--- src/rtl/srw_pkg.sv ---
// Constants shared by the sensor readout window timing block
package srw_pkg;
   localparam int ADDR_W = 8;
   localparam int DATA_W = 16;
   localparam int NREG = 11;
   // Register offsets
   localparam logic [7:0] OFS_FIXED = 8'h00;
   localparam logic [7:0] OFS_ROW = 8'h01;
   localparam logic [7:0] OFS_COL = 8'h02;
   localparam logic [7:0] OFS_NROWS = 8'h03;
   localparam logic [7:0] OFS_NCOLS = 8'h04;
   localparam logic [7:0] OFS_HB_B = 8'h05;
   localparam logic [7:0] OFS_VB_B = 8'h06;
   localparam logic [7:0] OFS_HB_A = 8'h07;
   localparam logic [7:0] OFS_VB_A = 8'h08;
   localparam logic [7:0] OFS_INTEG = 8'h09;
   localparam logic [7:0] OFS_PCLK = 8'h0a;
   // Fixed word, value arbitrary
   localparam logic [15:0] FIXED_CODE = 16'h5a5a;
   // Values after reset
   localparam logic [15:0] RST_ROW = 16'h001c;
   localparam logic [15:0] RST_COL = 16'h003c;
   localparam logic [15:0] RST_NROWS = 16'h04b0;
   localparam logic [15:0] RST_NCOLS = 16'h0640;
   localparam logic [15:0] RST_HB_B = 16'h015c;
   localparam logic [15:0] RST_VB_B = 16'h0020;
   localparam logic [15:0] RST_HB_A = 16'h00ae;
   localparam logic [15:0] RST_VB_A = 16'h0010;
   localparam logic [15:0] RST_INTEG = 16'h04d0;
   localparam logic [15:0] RST_PCLK = 16'h0011;
   // Field masks
   localparam logic [15:0] MASK_11 = 16'h07ff;
   localparam logic [15:0] MASK_14 = 16'h3fff;
   localparam logic [15:0] MASK_15 = 16'h7fff;
   localparam logic [15:0] MASK_16 = 16'hffff;
   localparam int INV_BIT = 8;
   // Timing: pixel period in master clocks, dark rows before image
   localparam int PIX_DIV = 2;
   localparam logic [16:0] DARK_ROWS = 17'h0_0008;
   localparam int SYNC_W = 4;
   typedef enum logic [1:0] {ST_DARK, ST_IMAGE, ST_VBLANK} srw_state_t;
endpackage

--- src/rtl/srw_core.sv ---
// Readout window and frame timing generator with its register file
`timescale 1ns/1ps
// Summary of operation
// - Readout starts at programmed first row
// - Each row starts at programmed first column
// - Read programmed number of image rows
// - Read programmed number of image columns
// - Context B inserts its blank columns first
// - Context A inserts its blank columns first
// - Context B adds its blank rows per frame
// - Context A adds its blank rows per frame
// - Integration time may stretch vertical blanking
// - Integration time counted in rows
// - Invert bit selects pixel clock launch edge
// - Frame-synced values apply at next frame start unless sync_changes holds them
// - Frame start is first dark row read
// - Bad frames hidden unless shown on request
module srw_core (
   input wire logic ref_clk,
   input wire logic nrst,
   input wire logic [srw_pkg::ADDR_W-1:0] reg_addr,
   input wire logic [srw_pkg::DATA_W-1:0] reg_wdata,
   input wire logic reg_wr,
   input wire logic reg_rd,
   output logic [srw_pkg::DATA_W-1:0] reg_rdata,
   input wire logic [1:0] context_select,
   input wire logic sync_changes,
   input wire logic show_bad_frames,
   output logic pixel_out_clock,
   output logic frame_valid,
   output logic line_valid,
   output logic [10:0] row_addr,
   output logic [10:0] col_addr,
   output logic frame_start,
   output logic bad_frame
);
   import srw_pkg::*;

   logic rst_m, rst_n;
   logic [SYNC_W-1:0] pins_s;
   logic [1:0] ctx;
   logic hold_chg, show_bad, pix_tick;
   logic [15:0] pend [1:NREG-1];
   logic [15:0] act [1:NREG-1];
   logic [15:0] next_pend [1:NREG-1];
   logic [15:0] next_act [1:NREG-1];
   logic [15:0] next_rdata;
   srw_state_t st, next_st;
   logic [16:0] row_cnt, next_row_cnt;
   logic [14:0] col_cnt, next_col_cnt;
   logic next_fv, next_lv, next_fs, next_bad;
   logic [10:0] next_row_addr, next_col_addr;
   logic [13:0] hb;
   logic [14:0] row_len;
   logic [16:0] vb, vb_min, vb_eff;
   logic row_end, new_frame, win_chg;

   // Field mask of a register offset, zero when unmapped
   function automatic logic [15:0] reg_mask(input logic [7:0] a);
      case (a)
         OFS_ROW, OFS_COL, OFS_NROWS, OFS_NCOLS: reg_mask = MASK_11;
         OFS_HB_B, OFS_HB_A: reg_mask = MASK_14;
         OFS_VB_B, OFS_VB_A: reg_mask = MASK_15;
         OFS_INTEG, OFS_PCLK: reg_mask = MASK_16;
         default: reg_mask = 16'h0000;
      endcase
   endfunction

   // Reset release through two flip-flops
   always_ff @(posedge ref_clk or negedge nrst) begin
      if (!nrst) begin
         rst_m <= 1'b0;
         rst_n <= 1'b0;
      end else begin
         rst_m <= 1'b1;
         rst_n <= rst_m;
      end
   end

   // External control levels
   srw_sync u_sync (
      .clk(ref_clk),
      .rst_n(rst_n),
      .din({show_bad_frames, sync_changes, context_select}),
      .dout(pins_s)
   );
   assign ctx = pins_s[1:0];
   assign hold_chg = pins_s[2];
   assign show_bad = pins_s[3];

   // Pixel clock takes the written polarity directly
   srw_pclk u_pclk (
      .clk(ref_clk),
      .rst_n(rst_n),
      .invert(pend[OFS_PCLK][INV_BIT]),
      .pix_tick(pix_tick),
      .pclk(pixel_out_clock)
   );

   // Active timing fields by context
   always_comb begin
      hb = ctx[0] ? act[OFS_HB_B][13:0] : act[OFS_HB_A][13:0];
      vb = ctx[1] ? {2'b00, act[OFS_VB_B][14:0]} : {2'b00, act[OFS_VB_A][14:0]};
      row_len = 15'(hb) + 15'(act[OFS_NCOLS][10:0]);
      // Frame must span at least integration rows plus one
      vb_min = 17'(act[OFS_INTEG]) + 17'h0_0001 - DARK_ROWS - 17'(act[OFS_NROWS][10:0]);
      if (17'(act[OFS_INTEG]) + 17'h0_0001 <= DARK_ROWS + 17'(act[OFS_NROWS][10:0])) begin
         vb_min = 17'h0_0000;
      end
      vb_eff = (vb_min > vb) ? vb_min : vb;
      row_end = pix_tick && (col_cnt == row_len - 15'h0001);
      new_frame = row_end && (st == ST_VBLANK) && (row_cnt >= vb_eff - 17'h0_0001);
      win_chg = 1'b0;
      for (int i = 1; i <= 7; i++) begin
         if (i != 6 && pend[i] != act[i]) begin
            win_chg = 1'b1;
         end
      end
   end

   // Register writes, frame-start transfer and read data
   always_comb begin
      next_pend = pend;
      next_act = act;
      next_rdata = reg_rdata;
      if (reg_wr && reg_mask(reg_addr) != 16'h0000) begin
         next_pend[reg_addr[3:0]] = reg_wdata & reg_mask(reg_addr);
      end
      if (new_frame && !hold_chg) begin
         next_act = pend;
      end
      if (reg_rd) begin
         if (reg_addr == OFS_FIXED) begin
            next_rdata = FIXED_CODE;
         end else if (reg_mask(reg_addr) != 16'h0000) begin
            next_rdata = pend[reg_addr[3:0]];
         end else begin
            next_rdata = 16'h0000;
         end
      end
   end

   always_ff @(posedge ref_clk or negedge rst_n) begin
      if (!rst_n) begin
         pend <= '{RST_ROW, RST_COL, RST_NROWS, RST_NCOLS, RST_HB_B, RST_VB_B,
                   RST_HB_A, RST_VB_A, RST_INTEG, RST_PCLK};
         act <= '{RST_ROW, RST_COL, RST_NROWS, RST_NCOLS, RST_HB_B, RST_VB_B,
                  RST_HB_A, RST_VB_A, RST_INTEG, RST_PCLK};
         reg_rdata <= 16'h0000;
      end else begin
         pend <= next_pend;
         act <= next_act;
         reg_rdata <= next_rdata;
      end
   end

   // Row and column sequencing: dark rows, image rows, blank rows
   always_comb begin
      next_st = st;
      next_row_cnt = row_cnt;
      next_col_cnt = col_cnt;
      next_fs = 1'b0;
      next_bad = bad_frame;
      if (pix_tick) begin
         next_col_cnt = row_end ? 15'h0000 : col_cnt + 15'h0001;
      end
      if (row_end) begin
         next_row_cnt = row_cnt + 17'h0_0001;
         case (st)
            ST_DARK: begin
               if (row_cnt == DARK_ROWS - 17'h0_0001) begin
                  next_st = ST_IMAGE;
                  next_row_cnt = 17'h0_0000;
               end
            end
            ST_IMAGE: begin
               if (row_cnt == 17'(act[OFS_NROWS][10:0]) - 17'h0_0001) begin
                  next_st = ST_VBLANK;
                  next_row_cnt = 17'h0_0000;
               end
            end
            ST_VBLANK: begin
               if (new_frame) begin
                  next_st = ST_DARK;
                  next_row_cnt = 17'h0_0000;
                  next_fs = 1'b1;
                  next_bad = !hold_chg && win_chg;
               end
            end
            default: begin
               next_st = ST_VBLANK;
               next_row_cnt = 17'h0_0000;
            end
         endcase
      end
      next_fv = (next_st == ST_IMAGE) && !(next_bad && !show_bad);
      next_lv = next_fv && (next_col_cnt >= 15'(hb));
      next_row_addr = act[OFS_ROW][10:0] + next_row_cnt[10:0];
      next_col_addr = act[OFS_COL][10:0] + 11'(next_col_cnt - 15'(hb));
      if (!next_lv) begin
         next_col_addr = col_addr;
      end
      if (!next_fv) begin
         next_row_addr = row_addr;
      end
   end

   always_ff @(posedge ref_clk or negedge rst_n) begin
      if (!rst_n) begin
         st <= ST_VBLANK;
         row_cnt <= 17'h0_0000;
         col_cnt <= 15'h0000;
         frame_valid <= 1'b0;
         line_valid <= 1'b0;
         row_addr <= 11'h000;
         col_addr <= 11'h000;
         frame_start <= 1'b0;
         bad_frame <= 1'b0;
      end else begin
         st <= next_st;
         row_cnt <= next_row_cnt;
         col_cnt <= next_col_cnt;
         frame_valid <= next_fv;
         line_valid <= next_lv;
         row_addr <= next_row_addr;
         col_addr <= next_col_addr;
         frame_start <= next_fs;
         bad_frame <= next_bad;
      end
   end

   // Helper counters for the checks below
   logic [31:0] fs_cyc, lv_cyc, gap_cyc;
   always_ff @(posedge ref_clk or negedge rst_n) begin
      if (!rst_n) begin
         fs_cyc <= 32'h0000_0000;
         lv_cyc <= 32'h0000_0000;
         gap_cyc <= 32'h0000_0000;
      end else begin
         fs_cyc <= frame_start ? 32'h0000_0001 : fs_cyc + 32'h0000_0001;
         lv_cyc <= line_valid ? lv_cyc + 32'h0000_0001 : 32'h0000_0000;
         // Gap counts only inside a frame, so the first line sees its own blank columns
         gap_cyc <= (line_valid || !frame_valid) ? 32'h0000_0000 : gap_cyc + 32'h0000_0001;
      end
   end

   // Frame, line and register checks, timing counted in master clocks
   a_first_row_addr: assert property (@(posedge ref_clk) disable iff (!rst_n)
      $rose(frame_valid) |-> row_addr == act[OFS_ROW][10:0])
      else $error("first image row differs from row start");
   a_first_col_addr: assert property (@(posedge ref_clk) disable iff (!rst_n)
      $rose(line_valid) |-> col_addr == act[OFS_COL][10:0])
      else $error("first column differs from column start");
   a_line_length: assert property (@(posedge ref_clk) disable iff (!rst_n)
      $fell(line_valid) && frame_valid |-> lv_cyc == 32'(act[OFS_NCOLS][10:0]) * PIX_DIV)
      else $error("line length differs from column count");
   a_hblank_gap: assert property (@(posedge ref_clk) disable iff (!rst_n)
      $rose(line_valid) && $past(frame_valid) |-> gap_cyc == 32'(hb) * PIX_DIV)
      else $error("blank columns before line are wrong");
   a_dark_rows_lead: assert property (@(posedge ref_clk) disable iff (!rst_n)
      $rose(frame_valid) |-> fs_cyc == 32'(DARK_ROWS) * 32'(row_len) * PIX_DIV)
      else $error("frame valid not dark rows after frame start");
   a_apply_pending: assert property (@(posedge ref_clk) disable iff (!rst_n)
      frame_start && !$past(hold_chg) |-> act[OFS_NROWS] == $past(pend[OFS_NROWS]))
      else $error("pending value not applied at frame start");
   a_hold_pending: assert property (@(posedge ref_clk) disable iff (!rst_n)
      $changed(act[OFS_ROW]) |-> frame_start && !$past(hold_chg))
      else $error("active value changed outside frame start");
   a_bad_masked: assert property (@(posedge ref_clk) disable iff (!rst_n)
      bad_frame && !show_bad |-> !frame_valid && !line_valid)
      else $error("bad frame shown while masked");
   a_fixed_read: assert property (@(posedge ref_clk) disable iff (!rst_n)
      reg_rd && reg_addr == OFS_FIXED |=> reg_rdata == FIXED_CODE)
      else $error("fixed word read wrong");
   a_vblank_min: assert property (@(posedge ref_clk) disable iff (!rst_n)
      frame_start |-> $past(row_cnt) + 17'h0_0001 >= $past(vb))
      else $error("vertical blanking shorter than programmed");
   a_line_in_frame: assert property (@(posedge ref_clk) disable iff (!rst_n)
      line_valid |-> frame_valid)
      else $error("line valid outside frame valid");
   a_frame_start_pulse: assert property (@(posedge ref_clk) disable iff (!rst_n)
      frame_start |=> !frame_start)
      else $error("frame start longer than one cycle");
   a_pclk_launch: assert property (@(posedge ref_clk) disable iff (!rst_n)
      $rose(line_valid) |-> pixel_out_clock == !$past(pend[OFS_PCLK][INV_BIT]))
      else $error("pixel clock phase wrong at line start");

   // Scenarios the bench is expected to reach
   c_bad_frame: cover property (@(posedge ref_clk) disable iff (!rst_n)
      frame_start && bad_frame);
   c_ctx_b_line: cover property (@(posedge ref_clk) disable iff (!rst_n)
      $rose(line_valid) && ctx[0]);
   c_held_change: cover property (@(posedge ref_clk) disable iff (!rst_n)
      frame_start && hold_chg && win_chg);
   c_ctx_b_frame: cover property (@(posedge ref_clk) disable iff (!rst_n)
      frame_start && ctx[1]);
   c_pclk_inverted: cover property (@(posedge ref_clk) disable iff (!rst_n)
      $rose(line_valid) && pend[OFS_PCLK][INV_BIT]);
endmodule

--- src/rtl/srw_sync.sv ---
// Three-stage input synchroniser with agreement filter
`timescale 1ns/1ps
module srw_sync (
   input wire logic clk,
   input wire logic rst_n,
   input wire logic [srw_pkg::SYNC_W-1:0] din,
   output logic [srw_pkg::SYNC_W-1:0] dout
);
   import srw_pkg::*;
   logic [SYNC_W-1:0] s1, s2, s3;
   logic [SYNC_W-1:0] next_dout;

   // Output follows only once the second and third stages agree
   always_comb begin
      next_dout = dout;
      for (int i = 0; i < SYNC_W; i++) begin
         if (s2[i] == s3[i]) begin
            next_dout[i] = s3[i];
         end
      end
   end

   // Stage registers
   always_ff @(posedge clk or negedge rst_n) begin
      if (!rst_n) begin
         s1 <= '0;
         s2 <= '0;
         s3 <= '0;
         dout <= '0;
      end else begin
         s1 <= din;
         s2 <= s1;
         s3 <= s2;
         dout <= next_dout;
      end
   end
endmodule

--- src/rtl/srw_pclk.sv ---
// Pixel clock divider with output polarity select
`timescale 1ns/1ps
module srw_pclk (
   input wire logic clk,
   input wire logic rst_n,
   input wire logic invert,
   output logic pix_tick,
   output logic pclk
);
   logic next_tick;
   logic next_pclk;

   // Tick marks the launch edge; polarity flips the clock at the next master clock, through the pclk register
   always_comb begin
      next_tick = ~pix_tick;
      next_pclk = pix_tick ^ invert;
   end

   // Divider registers
   always_ff @(posedge clk or negedge rst_n) begin
      if (!rst_n) begin
         pix_tick <= 1'b0;
         pclk <= 1'b0;
      end else begin
         pix_tick <= next_tick;
         pclk <= next_pclk;
      end
   end
endmodule

--- config.mk ---
export PLATFORM = sky130hd
export DESIGN_NAME = srw_core
export DESIGN_NICKNAME = d
export VERILOG_FILES = /design/src/rtl/srw_pkg.sv /design/src/rtl/srw_core.sv /design/src/rtl/srw_sync.sv /design/src/rtl/srw_pclk.sv
export SDC_FILE = /design/constraint.sdc
export NUM_CORES = 1
export LEC_CHECK = 0
export BUFFER_PORTS_ARGS = -buffer_cell sky130_fd_sc_hd__buf_4
export CORE_UTILIZATION = 25
export DETAILED_ROUTE_END_ITERATION = 10
export GPL_ROUTABILITY_DRIVEN = 0
export GPL_TIMING_DRIVEN = 0
export HOLD_SLACK_MARGIN = 0.03
export SLEW_MARGIN = 20
export SYNTH_ARGS = -nofsm -noshare
export SYNTH_HDL_FRONTEND = slang
export SYNTH_HIERARCHICAL = 1
export SYNTH_SLANG_ARGS = --single-unit
--- constraint.sdc ---
create_clock -name ref_clk -period 27.8 [get_ports ref_clk]
set_input_delay 1.39 -clock ref_clk [delete_from_list [all_inputs] [get_ports ref_clk]]
set_output_delay 1.39 -clock ref_clk [all_outputs]
set_load 0.1 [all_outputs]
-- Word level (Yosys, flattened, before mapping)
Memories as Yosys holds them, arrays and structs flattened.
Cells that the tools add are included.
- register bits: 398
- bits in latches: 0
- bits in writable memories: 0
- memory bits (read-only): 768
- output and inout port bits: 43
- word-level logic and storage cells: 143
- memories kept: 3
- memories (memory ; depth ; width ; rd ports ; clocked after Yosys merged registers in ; write ports ; line ; RTL):
    (name not given) ; 16 ; 16 ; 1 ; 0 ; 0 ; srw_core.sv:60 ; case (a)
    (name not given) ; 16 ; 16 ; 1 ; 0 ; 0 ; srw_core.sv:60 ;
    (name not given) ; 16 ; 16 ; 1 ; 0 ; 0 ; srw_core.sv:60 ;
- $add $sub $neg: 13
- multiply operators: 0
- divide/modulo/power cells: 0
- $lt $le $gt $ge: 6
- equality and inequality tests: 16
- shift-type cells: 0
- multiplexer cells: 42
- bitwise operators: 4
- reductions and logical operators: 18
- operator list (operator ; number):
    2-to-1 mux 16 bit ; 11
    bitwise mux 160 bit ; 1
    != test 16 bit ; 6
    2-to-1 mux 17 bit ; 5
    binary-select mux 16 bit (select 4 bit) ; 1
    demux 16 bit (select 4 bit) ; 1
    case mux 17 bit (3 select lines) ; 1
    2-to-1 mux 15 bit ; 3
    nonzero test 16 bit ; 2
    adder 11 bit ; 2
    adder 16 x 1 -> 17 bit, second input constant ; 1
    adder 17 x 1 -> 17 bit, second input constant ; 1
    equality test 17 bit ; 1
    equality test 17 x 3 -> 1 bit, second input constant ; 1
    >= comparator 17 bit ; 1
    > comparator 17 x 15 -> 1 bit ; 1
    less-or-equal comparator 17 x 12 -> 1 bit ; 1
    subtractor 17 x 1 -> 17 bit, second input constant ; 1
    subtractor 17 x 11 -> 17 bit ; 1
    subtractor 17 x 4 -> 17 bit, second input constant ; 1
    bitwise AND 16 bit ; 1
    adder 14 x 11 -> 15 bit ; 1
    adder 15 x 1 -> 15 bit, second input constant ; 1
    equality test 15 bit ; 1
    23 further kinds ; 52

-- Longest topological paths before layout
- depth in word-level cells: 16
- gate-level depth with buffers: 56

-- Modules after synthesis
The synthesis kept the hierarchy.
- modules (own cells, without submodules) (module ; instances ; cells an instance ; area each (um^2) ; sequential area each (um^2)):
    srw_core ; 1 ; 2415 ; 23266.1 ; 9587.9
    srw_sync ; 1 ; 20 ; 445.4 ; 400.4
    srw_pclk ; 1 ; 4 ; 62.6 ; 50.0

-- Worst setup path after synthesis
OpenSTA, ideal clock, no wires.
- kind: register -> register
- start: register act[20] (netlist name)
- end: register row_addr[10]
- arrival time: 10224 ps
- required time: 27667 ps
- path slack: 17443 ps
- cell stages (with the launch flop): 55
- clock period less this slack: 10357 ps
- path through: dfstp_2 > nand3_1 > nor2_1 > and3_1 > xor2_1 > inv_1 > ha_1 > inv_1 > ha_1 > clkbuf_1 > a2111oi_0 > o21ai_0 > a31oi_1 > nor2_1 > mux2i_1 > xor2_1 > nor2_1 > ha_1 > (+19 left out) > a21oi_1 > o21ai_0 > o21ai_0 > a22oi_2 > nor2_1 > nand2_1 > o21ai_0 > ha_1 > a21o_1 > a21oi_1 > nor2b_1 > o21a_1 > or4_1 > a31o_2 > a21oi_1 > xnor2_1 > xnor2_1 > o21ai_0
- elaborated cells on any way between the ends: 24
- RTL lines (element ; line ; RTL):
    start: declaration ; srw_core.sv:44 ; logic [15:0] act [1:NREG-1];
    start signal: assignment ; srw_core.sv:147 ; act <= '{RST_ROW, RST_COL, RST_NROWS, RST_NCOLS, RST_HB_B, RST_VB_B,
    start signal: assignment ; srw_core.sv:152 ; act <= next_act;
    adder 16 x 1 -> 17 bit * ; srw_core.sv:106, srw_core.sv:107 ;
    subtractor 17 x 4 -> 17 bit ; srw_core.sv:106 ; vb_min = 17'(act[OFS_INTEG]) + 17'h0_0001 - DARK_ROWS - 17'(act[OFS_NROWS][10:0]);
    subtractor 17 x 11 -> 17 bit ; srw_core.sv:106 ;
    2-to-1 mux 17 bit * ; srw_core.sv:107 ; if (17'(act[OFS_INTEG]) + 17'h0_0001 <= DARK_ROWS + 17'(act[OFS_NROWS][10:0])) begin
    > comparator 17 x 15 -> 1 bit ; srw_core.sv:110 ; vb_eff = (vb_min > vb) ? vb_min : vb;
    2-to-1 mux 17 bit * ; srw_core.sv:110 ;
    subtractor 17 x 1 -> 17 bit * ; srw_core.sv:112 ; new_frame = row_end && (st == ST_VBLANK) && (row_cnt >= vb_eff - 17'h0_0001);
    >= comparator 17 bit * ; srw_core.sv:112 ;
    logical AND 1 bit * ; srw_core.sv:112 ;
    2-to-1 mux 17 bit * ; srw_core.sv:183 ; if (new_frame) begin
    case mux 17 bit (3 select lines) * ; srw_core.sv:169 ; case (st)
    2-to-1 mux 11 bit * ; srw_core.sv:167 ; if (row_end) begin
    named net next_row_cnt[2] ; srw_core.sv:49 ; logic [16:0] row_cnt, next_row_cnt;
    adder 11 bit * ; srw_core.sv:198 ; next_row_addr = act[OFS_ROW][10:0] + next_row_cnt[10:0];
    end signal: assignment ; srw_core.sv:225 ; row_addr <= next_row_addr;
    end: declaration ; srw_core.sv:32 ; output logic [10:0] row_addr,
The timed path passes the listed nets; every way through them passes the cells marked *.
A chain may end at the register's enable or synchronous reset.

-- Worst setup path after layout
Ends and elaborated chain as after synthesis.

==> results.ini <==
[timing]
period_share=0.461
maxSlewViolCount=0
finalHoldViolCount=0
fmax_mhz=78.0
finalClockSkew_ns=0.0538
setup_violations=0
tns_ns=0
worst_slew_pin_slew_ns=1.08
slew_headroom=0.271
finalCriticalPeriod_ns=12.82
rsz0062_at_grt=false

[setup_path]
critical_path_class=reg2reg
cpPeakStageDelay_ns=0.57
worstPathArrival_ns=13.27
worstReg2RegStart=act[20]$_DFFE_PN1P_
reg2reg_slack_ns=14.98
rr_worst_depth=54
reg2reg_to=row_addr[10]$_DFFE_PN0P_
cpMostUsedCell=o21ai_0
cp-end-kind=flop
worst_setup_path_start_kind=flop
slowest_stage=dfstp_2
worstPathMaxFanout=10
required_ns=28.25

[grt]
grt_overflow=0
grt-busiest-layer=met1
grt_pass1_wl_mm=113
use_met1=0.231
met2_usage=0.220
grt_max_degree=57
antenna_found_initial=1
first_global_vias=18180
track_usage=0.155
use_met3=0.0368

[synth]
ys_types=81
ys.flop_type=dfrtp_1
synth_fp_nets=2617
yosysMostFrequentCell=dfrtp_1
synthTopCellsByArea=dfrtp_1, dfstp_2, ha_1, mux2_2, o21ai_0
yosys.area.top_type=dfrtp_1
ys_warn_count=6
synth_edf_count=0
ys_ff_latch=398
syn_area_per_cell_um2=9.75
synthesis.instances=2439
netlist_area_um2=23800
yosysSeqAreaShare=0.422
synth_common_cells=dfrtp_1, nand2_1, o21ai_0
synth_top_area_share=0.353
async_reset_ff_frac=1.00

[power_and_ir_drop]
power.leakage_nw=12.7
total_power_mw=1.22
power_density_nw_per_um2=44.5
irDropWorstVdd_uv=35.3

[clock_network]
clk_pin_slew_worst_paths_ns=0.06
clockRootBuffer=clkbuf_16
post_cts_resized=0
clock_latency_ns=0.60
cts_sinks=398
numCtsBuffers=42
cts_hold_repair.buffers=0
htreeDepth=2
post_cts_buffers=0
cts_buffer_depth=3
cts_tree=done

[placed_design]
hpwlAfterDp_mm=58.3
port_buffers=73

[min_path]
hp-class=reg2reg
hold_depth=0
holdPathEnd=u_sync/s2[1]$_DFF_PN0_
hp-start=u_sync/s1[1]$_DFF_PN0_

[die]
die_w_um=310
core_um2=93700
initial_utilization=0.254
pin_count=75
die_area_um2=96300
rows=112
die_h_um=310

[layout]
area_growth_pct=15.7
final_net_count=2741
final.fill_count=9810
antenna_cells=0
layout-drive-gt1-share=0.161

[route]
routed_wirelength_mm=75.3
dr.pass1.iters=6
viasPerCell=4.96
dr_total_vias=19094
wl_per_cell_um=19.6
drc_errors=0
drtIter0Drc=1872
ant_nets=0

[job]
drv_cap=0

[outcome]
status=complete, no violations

## cells in the final DEF, fill, tap and decap left out, drive strengths merged, types with 25 or more instances in the layout
cell type	n
dfrtp	335
nand2	284
o21ai	274
inv	151
mux2	141
clkbuf	137
nor2	133
ha	132
xor2	112
buf	112
xnor2	104
a21oi	79
dfstp	63
mux2i	53
nand3	48
nand4	39
and2	36
nor4	33
and3	30
nor3	29
a21o	25
## how the worst max path moves through the flow
stage	endpoint	start	slack, ns	cells past startpoint
4_1_cts	row_addr[10]$_DFFE_PN0P_	act[20]$_DFFE_PN1P_	15.01	54
6_report	row_addr[10]$_DFFE_PN0P_	act[20]$_DFFE_PN1P_	14.98	54
3_5_place_dp	row_addr[10]$_DFFE_PN0P_	act[116]$_DFFE_PN1P_	15.08	53
3_3_place_gp	row_addr[6]$_DFFE_PN0P_	rst_n$_DFF_PN0_	10.80	0
2_1_floorplan	act[100]$_DFFE_PN0P_	rst_n$_DFF_PN0_	16.00	0
5_1_grt	row_addr[10]$_DFFE_PN0P_	act[20]$_DFFE_PN1P_	13.83	54
## layout make-up
cell class / instances / area (um2) / share of cell area
repair buffers: 80 / 741 / 0.0269
well taps: 1254 / 1570 / 0.0570
clock buffers: 60 / 1190 / 0.0433
plain buffers: 109 / 445 / 0.0162
clock inverters: 18 / 229 / 0.00832
inverters: 148 / 556 / 0.0202
flip-flops and latches: 398 / 10000 / 0.365
multi-input cells: 1784 / 12700 / 0.463
## metrics by stage
stage	setup slack [ns]	utilization	instance area, um2	hold slack (ns)	std cells
final	14.98	0.293	27500	0.347	3851
after global routing	13.83	0.293	27500	0.345	3851
after CTS	15.01	0.293	27500	0.349	3851
after detailed placement	15.08	0.278	26100	0.336	3773
after global placement	10.80	0.276	25900	0.334	3766
after floorplan	16.00	-	23800	0.331	2439
## layer usage
layer  share of wire  vias to the layer above
li1                -                     8812
met1            0.48                     9437
met2            0.41                      724
met3           0.086                      121
met4           0.028                        0
met5               0                        -
## sequential cells by signal, summed over array words and instances, names as in the netlist, 2 cells and up
register / flops
u_sync/dout: 4
u_sync/s1: 4
act: 142
row_addr: 11
u_sync/s2: 4
u_sync/s3: 4
st: 2
pend: 160
row_cnt: 17
col_addr: 11
col_cnt: 15
reg_rdata: 16
## report_power, final
group | switching (mW) | total, mW | internal [mW]
Combinational | 0.0362 | 0.0511 | 0.0149
Sequential | 0.00380 | 0.587 | 0.583
Clock | 0.256 | 0.587 | 0.331
## logic make-up after synthesis
group                      after synthesis  synth area share
other                                    1          0.000158
adders and majority gates              150            0.0832
muxes                                  210             0.105
xor gates and xnor gates               217            0.0805
DFF                                    398             0.422
and+or+nand+nor                        688             0.136
buffers and inverters                  257            0.0421
AOI/OAI and AO/OA                      518             0.131
## worst max-delay path, delay by kind of cell, from the launching register on
| kind | cells | cell delay, ns |
|---|---|---|
| compound gates | 22 | 4.40 |
| simple gates | 15 | 3.60 |
| fa+ha+maj | 6 | 1.73 |
| buf+inv | 6 | 1.32 |
| xor+xnor | 4 | 0.83 |
| flops | 1 | 0.57 |
| mux | 1 | 0.20 |
Note: power is estimated with default switching activity, not from simulation.
